===== src/verilog/dpm_pkg.sv =====
// Constants for the demo power-mode controller
package dpm_pkg;
  // Mode switch encodings, as read at the pins (switch ON presents 0)
  localparam logic [1:0] DPM_MODE_OFF       = 2'h1;
  localparam logic [1:0] DPM_MODE_ON        = 2'h2;
  // Output port values driven during the off sequence, and the value loaded at reset
  localparam logic [11:0] DPM_PORT_RESET    = 12'h011;
  localparam logic [11:0] DPM_PORT_SOFT     = 12'h001;
  localparam logic [11:0] DPM_PORT_IDLE     = 12'h000;
  // Register offsets on the reconfiguration port
  localparam logic [15:0] DPM_TX_RSTPD_OFS  = 16'h4078;
  localparam logic [15:0] DPM_RX_RSTPD_OFS  = 16'h404C;
  localparam logic [15:0] DPM_RX1_RSTPD_OFS = 16'h804C;
  localparam logic [15:0] DPM_LANE_SOFT_OFS = 16'h4068;
  localparam logic [15:0] DPM_TXPLL_OFS     = 16'h0008;
  // Write data
  localparam logic [31:0] DPM_TX_RSTPD_VAL  = 32'h00000007;
  localparam logic [31:0] DPM_RX_RSTPD_VAL  = 32'h0000002F;
  localparam logic [31:0] DPM_LANE_SOFT_VAL = 32'h000000D0;
  localparam logic [31:0] DPM_TXPLL_VAL     = 32'h00820010;
  // Bus targets
  localparam logic DPM_TGT_LANE  = 1'b0;
  localparam logic DPM_TGT_TXPLL = 1'b1;
  // Debounce time and its cycle count at 100 MHz
  localparam int DPM_CLK_MHZ        = 100;
  localparam int DPM_DEBOUNCE_US    = 10;
  localparam int DPM_DEBOUNCE_CYC   = DPM_DEBOUNCE_US * DPM_CLK_MHZ;
  // Number of writes in the off sequence
  localparam int DPM_OFF_WRITES     = 6;
endpackage : dpm_pkg


===== src/verilog/dpm_power_mode_ctrl.sv =====
// Switch-driven power-mode controller with reconfiguration write sequencer
`timescale 1ns/10ps
`default_nettype none
module dpm_power_mode_ctrl
  import dpm_pkg::*;
#(
  parameter int DEBOUNCE_CYC = DPM_DEBOUNCE_CYC,
  parameter int ADDR_W       = 16,
  parameter int DATA_W       = 32,
  parameter int PORT_W       = 12
) (
  input  wire logic              ref_clk,
  input  wire logic              reset,
  input  wire logic              clk_en,
  input  wire logic              pll_sleep_switch_n,
  input  wire logic              gate_switch_n,
  input  wire logic              mode_switch_a_n,
  input  wire logic              mode_switch_b_n,
  output logic                   pll_powerdown_n,
  output logic [3:0]             clock_gate_enable,
  output logic                   fourth_clock_gate_enable,
  output logic [PORT_W-1:0]      output_port_write,
  output logic                   psel,
  output logic                   penable,
  output logic                   pwrite,
  output logic                   ptarget,
  output logic [ADDR_W-1:0]      paddr,
  output logic [DATA_W-1:0]      pwdata,
  input  wire logic              pready,
  output logic                   serdes_lane_unit_on,
  output logic                   seq_busy,
  output logic                   seq_done
);
  // Narrower buses could not carry the fixed offsets, data words and port codes
  if (ADDR_W < 16 || DATA_W < 32 || PORT_W < 12) begin : g_bad_width
    $error("ADDR_W, DATA_W or PORT_W below the sequence field widths");
  end
  if (DEBOUNCE_CYC < 1) begin : g_bad_debounce
    $error("DEBOUNCE_CYC must be at least 1");
  end

  // ************************************************************
  // Switch conditioning
  // ************************************************************
  logic [3:0] sw_raw;
  logic [3:0] sw_clean;

  assign sw_raw = {mode_switch_b_n, mode_switch_a_n, gate_switch_n, pll_sleep_switch_n};

  for (genvar i = 0; i < 4; i++) begin : g_sw
    dpm_sw_filter #(
      .STABLE_CYC (DEBOUNCE_CYC)
    ) u_filter (
      .ref_clk  (ref_clk),
      .reset    (reset),
      .clk_en   (clk_en),
      .sw_raw   (sw_raw[i]),
      .sw_clean (sw_clean[i])
    );
  end

  // ************************************************************
  // PLL power-down and clock gating
  // ************************************************************
  logic pll_pd_n_reg;
  logic gate_en_reg;

  // Registered so the PLL pin never sees a glitch from the decode
  always_ff @(posedge ref_clk) begin
    if (reset) begin
      pll_pd_n_reg <= 1'b1;
    end else if (clk_en) begin
      pll_pd_n_reg <= sw_clean[0];
    end
  end

  always_ff @(posedge ref_clk) begin
    if (reset) begin
      gate_en_reg <= 1'b1;
    end else if (clk_en) begin
      gate_en_reg <= sw_clean[1];
    end
  end

  // Indicators on clocks zero to two freeze when their clock stops
  assign clock_gate_enable        = {1'b1, {3{gate_en_reg}}};
  assign fourth_clock_gate_enable = 1'b1;
  assign pll_powerdown_n          = pll_pd_n_reg;

  // ************************************************************
  // Mode decode and change detection
  // ************************************************************
  logic [1:0] mode_sel;
  logic       mode_valid;
  logic       mode_on;
  logic       mode_reg;
  logic       mode_known_reg;
  logic       pending_reg;
  logic       pending_on_reg;

  assign mode_sel   = sw_clean[3:2];
  assign mode_valid = (mode_sel == DPM_MODE_OFF) || (mode_sel == DPM_MODE_ON);
  assign mode_on    = (mode_sel == DPM_MODE_ON);

  typedef enum logic [4:0] {
    ST_IDLE  = 5'b00001,
    ST_PORT  = 5'b00010,
    ST_SETUP = 5'b00100,
    ST_ACC   = 5'b01000,
    ST_DONE  = 5'b10000
  } dpm_state_t;

  dpm_state_t state_reg;
  dpm_state_t state_next;
  logic [2:0] step_reg;
  logic       start;

  // A change seen during a sequence waits until the sequencer is idle
  assign start = pending_reg && (state_reg == ST_IDLE);

  always_ff @(posedge ref_clk) begin
    if (reset) begin
      mode_reg       <= 1'b1;
      mode_known_reg <= 1'b0;
      pending_reg    <= 1'b0;
      pending_on_reg <= 1'b0;
    end else if (clk_en) begin
      if (mode_valid && (!mode_known_reg || mode_on != mode_reg)) begin
        mode_reg       <= mode_on;
        mode_known_reg <= 1'b1;
        pending_reg    <= 1'b1;
        pending_on_reg <= mode_on;
      end else if (start) begin
        pending_reg <= 1'b0;
      end
    end
  end

  // ************************************************************
  // Write sequencer
  // ************************************************************
  // Each step: port value to drive first, then one bus write
  function automatic logic [11:0] step_port(input logic [2:0] s);
    case (s)
      3'h0:    step_port = DPM_PORT_RESET;
      3'h4:    step_port = DPM_PORT_SOFT;
      3'h5:    step_port = DPM_PORT_RESET;
      default: step_port = DPM_PORT_RESET;
    endcase
  endfunction

  function automatic logic [15:0] step_addr(input logic [2:0] s);
    case (s)
      3'h0, 3'h1: step_addr = DPM_TX_RSTPD_OFS;
      3'h2:       step_addr = DPM_RX_RSTPD_OFS;
      3'h3:       step_addr = DPM_RX1_RSTPD_OFS;
      3'h4:       step_addr = DPM_LANE_SOFT_OFS;
      default:    step_addr = DPM_TXPLL_OFS;
    endcase
  endfunction

  function automatic logic [31:0] step_data(input logic [2:0] s);
    case (s)
      3'h0, 3'h1: step_data = DPM_TX_RSTPD_VAL;
      3'h2, 3'h3: step_data = DPM_RX_RSTPD_VAL;
      3'h4:       step_data = DPM_LANE_SOFT_VAL;
      default:    step_data = DPM_TXPLL_VAL;
    endcase
  endfunction

  // Step 1 repeats the transmit write, as the reference sequence does
  logic last_step;
  assign last_step = (step_reg == 3'(DPM_OFF_WRITES - 1));

  always_comb begin
    state_next = state_reg;
    case (state_reg)
      ST_IDLE: begin
        // On-mode writes are not defined; the change is only recorded
        if (start && !pending_on_reg) begin
          state_next = ST_PORT;
        end
      end
      ST_PORT:  state_next = ST_SETUP;
      ST_SETUP: state_next = ST_ACC;
      ST_ACC: begin
        if (pready) begin
          state_next = last_step ? ST_DONE : ST_PORT;
        end
      end
      ST_DONE:  state_next = ST_IDLE;
      default:  state_next = ST_IDLE;
    endcase
  end

  always_ff @(posedge ref_clk) begin
    if (reset) begin
      state_reg <= ST_IDLE;
    end else if (clk_en) begin
      state_reg <= state_next;
    end
  end

  always_ff @(posedge ref_clk) begin
    if (reset) begin
      step_reg <= 3'h0;
    end else if (clk_en) begin
      if (state_reg == ST_IDLE) begin
        step_reg <= 3'h0;
      end else if (state_reg == ST_ACC && pready && !last_step) begin
        step_reg <= step_reg + 3'h1;
      end
    end
  end

  // ************************************************************
  // Port and bus drivers
  // ************************************************************
  logic [PORT_W-1:0] port_reg;
  logic [ADDR_W-1:0] addr_reg;
  logic [DATA_W-1:0] data_reg;
  logic              tgt_reg;
  logic              on_reg;
  logic              done_reg;

  always_ff @(posedge ref_clk) begin
    if (reset) begin
      port_reg <= PORT_W'(DPM_PORT_IDLE);
    end else if (clk_en && state_reg == ST_PORT) begin
      port_reg <= PORT_W'(step_port(step_reg));
    end
  end

  always_ff @(posedge ref_clk) begin
    if (reset) begin
      addr_reg <= '0;
      data_reg <= '0;
      tgt_reg  <= DPM_TGT_LANE;
    end else if (clk_en && state_reg == ST_PORT) begin
      addr_reg <= ADDR_W'(step_addr(step_reg));
      data_reg <= DATA_W'(step_data(step_reg));
      tgt_reg  <= last_step ? DPM_TGT_TXPLL : DPM_TGT_LANE;
    end
  end

  always_ff @(posedge ref_clk) begin
    if (reset) begin
      on_reg <= 1'b1;
    end else if (clk_en && start) begin
      on_reg <= pending_on_reg;
    end
  end

  always_ff @(posedge ref_clk) begin
    if (reset) begin
      done_reg <= 1'b0;
    end else if (clk_en) begin
      if (state_reg == ST_DONE) begin
        done_reg <= 1'b1;
      end else if (start) begin
        done_reg <= 1'b0;
      end
    end
  end

  assign psel                = (state_reg == ST_SETUP) || (state_reg == ST_ACC);
  assign penable             = (state_reg == ST_ACC);
  assign pwrite              = psel;
  assign ptarget             = tgt_reg;
  assign paddr               = addr_reg;
  assign pwdata              = data_reg;
  assign output_port_write   = port_reg;
  assign serdes_lane_unit_on = on_reg;
  assign seq_busy            = (state_reg != ST_IDLE);
  assign seq_done            = done_reg;
endmodule // dpm_power_mode_ctrl
`default_nettype wire


===== src/verilog/dpm_sw_filter.sv =====
// Synchroniser and debouncer for one switch input
`timescale 1ns/10ps
`default_nettype none
module dpm_sw_filter
  import dpm_pkg::*;
#(
  parameter int STABLE_CYC = DPM_DEBOUNCE_CYC
) (
  input  wire logic ref_clk,
  input  wire logic reset,
  input  wire logic clk_en,
  input  wire logic sw_raw,
  output logic      sw_clean
);
  if (STABLE_CYC < 1) begin : g_bad_stable
    $error("STABLE_CYC must be at least 1");
  end

  localparam int CW = $clog2(STABLE_CYC + 1);

  logic        meta_reg;
  logic        sync_reg;
  logic [CW-1:0] cnt_reg;
  logic        clean_reg;

  // Two-stage synchroniser; the first stage feeds nothing else
  always_ff @(posedge ref_clk) begin
    if (reset) begin
      meta_reg <= 1'b1;
      sync_reg <= 1'b1;
    end else if (clk_en) begin
      meta_reg <= sw_raw;
      sync_reg <= meta_reg;
    end
  end

  // Output follows only after the level has held steady
  always_ff @(posedge ref_clk) begin
    if (reset) begin
      cnt_reg   <= '0;
      clean_reg <= 1'b1;
    end else if (clk_en) begin
      if (sync_reg == clean_reg) begin
        cnt_reg <= '0;
      end else if (cnt_reg == CW'(STABLE_CYC - 1)) begin
        cnt_reg   <= '0;
        clean_reg <= sync_reg;
      end else begin
        cnt_reg <= cnt_reg + 1'b1;
      end
    end
  end

  assign sw_clean = clean_reg;
endmodule // dpm_sw_filter
`default_nettype wire


===== config.mk =====
export PLATFORM = sky130hd
export DESIGN_NAME = dpm_power_mode_ctrl
export DESIGN_NICKNAME = d
export VERILOG_FILES = /design/src/verilog/dpm_pkg.sv /design/src/verilog/dpm_power_mode_ctrl.sv /design/src/verilog/dpm_sw_filter.sv
export SDC_FILE = /design/constraint.sdc
export NUM_CORES = 1
export LEC_CHECK = 0
export BUFFER_PORTS_ARGS = -buffer_cell sky130_fd_sc_hd__buf_4
export CAP_MARGIN = 20
export CORE_MARGIN = 5
export CORE_UTILIZATION = 55
export DETAILED_ROUTE_END_ITERATION = 10
export GPL_TIMING_DRIVEN = 0
export MAX_ROUTING_LAYER = met4
export PLACE_DENSITY = 0.81
export SLEW_MARGIN = 20
export SYNTH_ARGS = -nofsm -noshare
export SYNTH_HDL_FRONTEND = slang
export SYNTH_SLANG_ARGS = --single-unit

===== constraint.sdc =====
create_clock -name ref_clk -period 2.2 [get_ports ref_clk]
set_clock_uncertainty 0.1 [all_clocks]
set_input_delay 0.11 -clock ref_clk [delete_from_list [all_inputs] [get_ports ref_clk]]
set_output_delay 0.11 -clock ref_clk [all_outputs]
set_load 0.02 [all_outputs]

==> qor.csv, run 1 <==
stage,metric,value,unit
global_route,largest net degree at the start of global routing,13,
clock_tree,worst-skew pair later-pin latency,0.34,ns
synthesis,post-synth cell types,55,
clock_tree,clk buf depth,2,
timing,"Setup violations, final",0,
synthesis,share of flip-flops with an asynchronous set or reset,0,
min_path,Hold Path Stages,5,
synthesis,Mean Syn Cell Area,8.30,um^2
synthesis,Syn Inst Count,499,
min_path,hold crit path type,in -> reg,
synthesis,post-synthesis adder-cell area fraction,0.0302,
timing,Slew Limit Fails,0,
place,HPWL after detailed placement,6.37,mm
synthesis,top cell type's share of synthesized area,0.392,
clock_tree,clock sink total,81,
detailed_routing,detailed-route wire length,8.77,mm
timing,period utilization,0.963,
global_route,Congestion Overflow GR,0,
finish,layout cells sized above 1,0.200,
run_status,outcome,finished clean,
floorplanning,Std-Cell Rows,31,
timing,Max Freq,472,MHz
place,Placed Area,4690,um^2
finish,Final Instance Area,4960,um^2
setup_path,worst-path cell chain,"ha_2, and4_1, and4_1, buf_6, or3_4, or4_1, nand3_1",
synthesis,Compound-Gate Fraction of Synth Area,0.122,
synthesis,Yosys reg bits,81,
synthesis,largest family of logic cells by synthesized area,simple AND/OR/NAND/NOR gates,
synthesis,Synthesis Warnings,0,
floorplanning,Ports,81,
clock_tree,Root Driver,clkbuf_8,
synthesis,mapped cell area,4140,um^2
min_path,Hold Path Origin,pready,
finish,nets,609,
detailed_routing,Vias,3532,
timing,Slew @ Worst Pin,0.674,ns
timing,Final Hold Viols,0,
setup_path,Crit Path Class,reg -> reg,
detailed_routing,Iter 0 DRT Violations,168,
synthesis,"area leader, netlist",dfxtp_1,
global_route,vias in the first global route,3249,
clock_tree,TritonCTS clock tree,yes,
clock_tree,H-tree levels,3,
pwr,Static Leak,2.09,nW
global_route,antenna violations before repair,0,
pwr,Power Density,618,nW/um^2
clock_tree,clock slew at reported path FFs,0.08,ns
floorplanning,Initial Utilization,0.568,
synthesis,sequential area share after synthesis,0.392,
finish,max reg flops,40,
clock_tree,# Post-CTS Setup Buffers,0,
detailed_routing,Avg WL per Cell,12.6,um
floorplanning,Die ar.,9370,um^2
synthesis,leading post-synthesis cells by cell area,"dfxtp_1 39%, buf_4 9.8%, nor2_1 6.3%",
place,GPL Wtd Cong,0.899,
timing,Fin Setup TNS,0,ns
finish,"commonest non-fill, non-tap cell in the layout",buf_4,
floorplanning,Core ar.,7290,um^2
timing,Tmin final,2.12,ns
setup_path,r2r setup slk,0.08,ns
setup_path,most common cell type on the critical path,and4_1,
finish,Syn-to-layout area delta,19.7,%
clock_tree,Num CTS Buffers,9,
setup_path,CP arrival,2.30,ns
setup_path,RR Startpoint,g_sw[0].u_filter.cnt_reg[0],
setup_path,FF-to-FF path depth,7,
finish,diode count,0,
setup_path,CP startpoint kind,flop,
floorplanning,Die Y,96.8,um
setup_path,CP Capture Type,flop,
floorplanning,Die Span X,96.8,um
setup_path,CP peak stage delay,0.47,ns
synthesis,multiplexer share of the synthesized area,0.0145,
synthesis,post-synthesis xor/xnor area fraction,0.0550,
timing,Worst slew margin,0.551,
synthesis,Post-Synth Simple-Gate Area,0.261,
setup_path,CP max FO,7,
synthesis,number of synthesized flops with an enable pin,0,
finish,most frequent cells in the layout,"90 x buf_4, 81 x dfxtp_1, 70 x nor2_1",
detailed_routing,# DRC,0,
detailed_routing,DRT Pass-1 Iters,4,
setup_path,"Slowest-stage cell, CP",or4_1,
run,Max-Cap Viols,0,
setup_path,reg2reg end,g_sw[0].u_filter.cnt_reg[9],
detailed_routing,ANT nets after route,0,
timing,RSZ-0062 raised after global routing,false,
detailed_routing,Vias/cell,5.08,
place,port bufs,36,
setup_path,Worst EP required,2.38,ns
global_route,first-pass GRT wire length,14.6,mm
finish,# fillers,633,
min_path,worst hold endpoint,step_reg[1],
pwr,VDD IR max,0.398,mV
global_route,gr usage total,0.187,
synthesis,Synth Flop Type,dfxtp_1,
[timing repair]
action,CTS,global route
resized for setup,0,5
endpoints found under the hold margin,4,0
endpoints found under the setup margin,0,21
hold buffers,4,0
[stage by stage]
stage	power (mW)	cells	hold WS [ns]	util	setup slack, ns
global placement	1.93	675	0.215	0.643	0.0742
global route	3.19	695	0.194	0.680	0.00513
floorplan	1.86	540	0.128	-	0.150
CTS	3.07	695	0.165	0.677	0.0264
finish	3.06	695	0.168	0.680	0.0823
detailed placement	1.94	675	0.226	0.643	0.0394
[critical path: cells and delay by family, from the launching register on]
kind          cells  cell delay [ns]
buf+inv           1             0.13
flops             1             0.34
fa+ha+maj         1             0.22
simple gates      5             1.28
[per-layer routing]
layer | share of wire | global-route usage | wire length [um]
met1 | 0.44 | 0.218 | 3840
met2 | 0.49 | 0.315 | 4280
met5 | 0 | - | 0
met4 | 0.015 | 0.0756 | 133
met3 | 0.058 | 0.0410 | 509
[cells by family (layout without fill, tap and decap cells)]
family	after synthesis	in the layout
compound gates	78	78
xor+xnor	26	26
fa+ha+maj	10	10
buf+inv	81	137
flops	81	81
mux	6	6
other cells	2	43
simple gates	215	215
[worst max-delay path by stage]
| stage | depth (start not counted) | from | slack [ns] | to |
|---|---|---|---|---|
| 2_1_floorplan | 7 | g_sw[0].u_filter.cnt_reg[0] | 0.15 | g_sw[0].u_filter.cnt_reg[9] |
| 3_3_place_gp | 7 | g_sw[0].u_filter.cnt_reg[0] | 0.07 | g_sw[0].u_filter.cnt_reg[9] |
| 3_5_place_dp | 7 | g_sw[0].u_filter.cnt_reg[0] | 0.04 | g_sw[0].u_filter.cnt_reg[9] |
| 5_1_grt | 7 | g_sw[0].u_filter.cnt_reg[0] | 0.005 | g_sw[0].u_filter.cnt_reg[3] |
| 6_report | 7 | g_sw[0].u_filter.cnt_reg[0] | 0.08 | g_sw[0].u_filter.cnt_reg[9] |
| 4_1_cts | 7 | g_sw[0].u_filter.cnt_reg[0] | 0.03 | g_sw[0].u_filter.cnt_reg[9] |
[synth_stat cells, types with 2 or more instances]
cell and number:
a22oi_1 3, ha_1 10, and2_1 7, mux2i_1 6
nand4_1 16, xnor2_1 14, o21bai_1 2, a31oi_1 3
buf_4 54, nor2b_1 8, nand3_1 22, xor2_1 12
o21a_1 3, inv_1 8, and3_1 4, nor3_1 17
or3_2 3, conb_1 2, a211oi_1 2, o21ai_0 12
dfxtp_1 81, nor3b_1 2, clkbuf_1 16, nand2b_1 10
a21oi_1 30, and4_1 2, or3_1 3, nand2_1 40
a211o_1 11, nor2_1 70, nor4_1 2
[power breakdown]
group          switching, mW  total (mW)  internal [mW]
clock                  0.501        1.14          0.640
sequential            0.0297        1.52           1.49
combinational          0.240       0.400          0.161
[cell type report]
type	instances	area, um^2	share of cell area
multi-input cells	378	2180	0.440
repair buffers	40	310	0.0626
clock buffers	13	139	0.0280
flip-flops and latches	81	1620	0.327
plain buffers	73	485	0.0980
clock inverters	3	65.1	0.0131
inverters	8	30.0	0.00606
well taps	99	124	0.0250
Note: power is estimated with default switching activity, not from simulation.
==> run 2: changes to the inputs <==
- ABC_AREA: default -> 1
- CORE_UTILIZATION: 55 -> 56
- MAX_ROUTING_LAYER: met4 -> default
==> run 2 against run 1 <==
Via count grew 14%. Clock power is essentially flat. Utilization shrank 0.47 points. Sequential cell count is the same. Highest routed layer unchanged. Count of clock-buffer cells in the layout shrank 2. Register-to-register slack improved by 0.47 ns.
==> qor.csv, run 2 <==
stage,metric,value,unit
min_path,hold crit path type,in -> reg,
pwr,register share of total power,0.425,
pwr,sw power,1.31,mW
synthesis,Synth Flop Type,dfxtp_1,
global_route,largest net degree at the start of global routing,14,
detailed_routing,Avg WL per Cell,11.9,um
setup_path,CP arrival,1.58,ns
setup_path,Crit Path Class,reg -> out,
synthesis,post-synth cell types,34,
synthesis,Syn Inst Count,627,
place,HPWL after detailed placement,7.06,mm
detailed_routing,WL met3,683,um
synthesis,leading post-synthesis cells by cell area,"dfxtp_1 37%, nand2_1 13%, buf_4 9.5%",
timing,Slew Limit Fails,0,
timing,Tmin final,1.79,ns
timing,Fin Setup TNS,0,ns
setup_path,CP Capture Type,output pin,
finish,multi-input logic area,2170,um^2
pwr,overall power,3.88,mW
detailed_routing,DRT Pass-1 Iters,5,
timing,"Setup violations, final",0,
timing,Final Hold Viols,0,
setup_path,FF-to-FF path depth,10,
finish,register area,1620,um^2
global_route,first-pass GRT wire length,16.5,mm
pwr,Sw Share,0.339,
pwr,Clock power frac,0.301,
detailed_routing,# DRC,0,
timing,RSZ-0062 raised after global routing,false,
setup_path,RR Startpoint,g_sw[0].u_filter.cnt_reg[0],
synthesis,top cell type's share of synthesized area,0.372,
run,Max-Cap Viols,0,
finish,max reg flops,40,
synthesis,mapped cell area,4360,um^2
global_route,Congestion Overflow GR,0,
setup_path,CP max FO,5,
setup_path,most common cell type on the critical path,buf_4,
detailed_routing,Vias,4038,
detailed_routing,Max Used Layer,met4,
clock_tree,Num CTS Buffers,9,
clock_tree,post-CTS sizing,0,
floorplanning,Initial Utilization,0.570,
detailed_routing,DRT met1 WL,4.28,mm
clock_tree,worst-skew pair later-pin latency,0.35,ns
finish,Final Instance Area,5160,um^2
detailed_routing,Iter 0 DRT Violations,251,
synthesis,sequential area share after synthesis,0.372,
detailed_routing,met2 wire length,4.72,mm
timing,Worst slew margin,0.565,
global_route,gr usage total,0.205,
synthesis,share of flip-flops with an asynchronous set or reset,0,
floorplanning,Die ar.,9650,um^2
floorplanning,Std-Cell Rows,32,
finish,Final Util,0.675,
clock_tree,TritonCTS clock tree,yes,
detailed_routing,detailed-route wire length,9.82,mm
min_path,Hold Path Origin,reset,
pwr,VDD IR max,0.733,mV
run_status,outcome,finished clean,
finish,layout cells sized above 1,0.182,
finish,"commonest non-fill, non-tap cell in the layout",nand2_1,
detailed_routing,ANT nets after route,0,
finish,nets,737,
setup_path,worst-path cell chain,"nor2_1, nand4_1, nand2_1, buf_4, buf_4",
clock_tree,clk buf depth,2,
clock_tree,H-tree levels,3,
synthesis,Yosys reg bits,81,
clock_tree,Root Driver,clkbuf_8,
timing,Max Freq,559,MHz
floorplanning,Die Y,98.2,um
finish,most frequent cells in the layout,"154 x nand2_1, 91 x buf_4, 81 x dfxtp_1",
min_path,worst hold endpoint,g_sw[0].u_filter.sw_clean,
min_path,Hold Path Stages,3,
finish,diode count,0,
setup_path,CP peak stage delay,0.35,ns
place,GPL Wtd Cong,0.896,
place,Placed Area,4910,um^2
pwr,internal power,2.56,mW
floorplanning,Core ar.,7650,um^2
pwr,Power Density,751,nW/um^2
synthesis,Synthesis Warnings,0,
detailed_routing,Vias/cell,4.89,
clock_tree,clock sink total,81,
global_route,antenna violations before repair,0,
pwr,Gate power share,0.274,
timing,period utilization,0.813,
floorplanning,Ports,81,
synthesis,number of synthesized flops with an enable pin,0,
setup_path,"Slowest-stage cell, CP",dfxtp_1,
setup_path,reg2reg end,g_sw[0].u_filter.cnt_reg[7],
synthesis,"area leader, netlist",dfxtp_1,
clock_tree,clock slew at reported path FFs,0.08,ns
place,port bufs,36,
finish,Syn-to-layout area delta,18.4,%
global_route,vias in the first global route,3692,
floorplanning,Die Span X,98.2,um
timing,Slew @ Worst Pin,0.652,ns
pwr,Static Leak,2.40,nW
finish,# fillers,669,
synthesis,commonest cells in the netlist,"154 x nand2_1, 81 x dfxtp_1, 79 x nor2_1, 56 x inv_1, 55 x buf_4",
setup_path,CP startpoint kind,flop,
setup_path,r2r setup slk,0.55,ns
setup_path,Worst EP required,1.99,ns
synthesis,cell with the most instances after synthesis,nand2_1,
synthesis,Mean Syn Cell Area,6.95,um^2
[run 2: stage by stage]
step                      worst slack, ns  instances  hold WS [ns]
after floorplan                     0.795        668         0.132
after global placement              0.583        806         0.229
after detailed placement            0.590        806         0.236
after CTS                           0.411        826        0.0915
after global routing                0.288        826         0.131
final                               0.410        826         0.103
[run 2: per-layer routing]
metal / vias up / global-route usage
met5: - / 0
met2: 122 / 0.342
met3: 16 / 0.0464
li1: 2095 / -
met4: 0 / 0.0809
met1: 1805 / 0.257
[run 2: area by class of cell]
type,count,share of cell area
multi-input combinational,455,0.421
sequential,81,0.314
buffer,72,0.0958
timing repair buffer,40,0.0601
inverter,60,0.0436
clock buffer,11,0.0255
tap,102,0.0247
clock inverter,5,0.0155
[run 2: power by group through the flow]
stage               Sequential [mW]  Combinational [mW]  Clock [mW]
floorplan                      1.67               0.802           0
global placement               1.67                1.02           0
detailed placement             1.67                1.04           0
CTS                            1.64                1.05        1.18
global route                   1.66                1.19        1.25
finish                         1.65                1.06        1.17
[run 2: cells by family after synthesis]
| family | Yosys count | share of synthesized area |
|---|---|---|
| buffers and inverters | 132 | 0.165 |
| flip-flops | 81 | 0.372 |
| XOR/XNOR | 12 | 0.0241 |
| adder cells (fa/ha/maj) | 10 | 0.0287 |
| other | 2 | 0.00172 |
| AND/OR/NAND/NOR | 315 | 0.312 |
| AO/OA/AOI/OAI | 75 | 0.0965 |
[run 2: worst max path at each step]
| stage | startpoint | end | slack [ns] | depth (start not counted) |
|---|---|---|---|---|
| floorplan | g_sw[0].u_filter.cnt_reg[0] | g_sw[0].u_filter.cnt_reg[7] | 0.79 | 10 |
| global placement | g_sw[0].u_filter.cnt_reg[0] | g_sw[0].u_filter.cnt_reg[7] | 0.58 | 10 |
| detailed placement | g_sw[0].u_filter.cnt_reg[0] | g_sw[0].u_filter.cnt_reg[7] | 0.59 | 10 |
| CTS | state_reg[0] | pwrite | 0.41 | 5 |
| global route | state_reg[0] | pwrite | 0.29 | 5 |
| finish | state_reg[0] | pwrite | 0.41 | 5 |
[run 2: repair_timing]
item	in CTS	in global routing
buffers inserted	0	0
endpoints found under the hold margin	4	0
hold buffers	4	0
[run 2: critical path, delay by kind of cell (launching register included)]
| family | cells | cell delay [ns] |
|---|---|---|
| buffers and inverters | 2 | 0.24 |
| flip-flops | 1 | 0.35 |
| AND/OR/NAND/NOR | 3 | 0.65 |
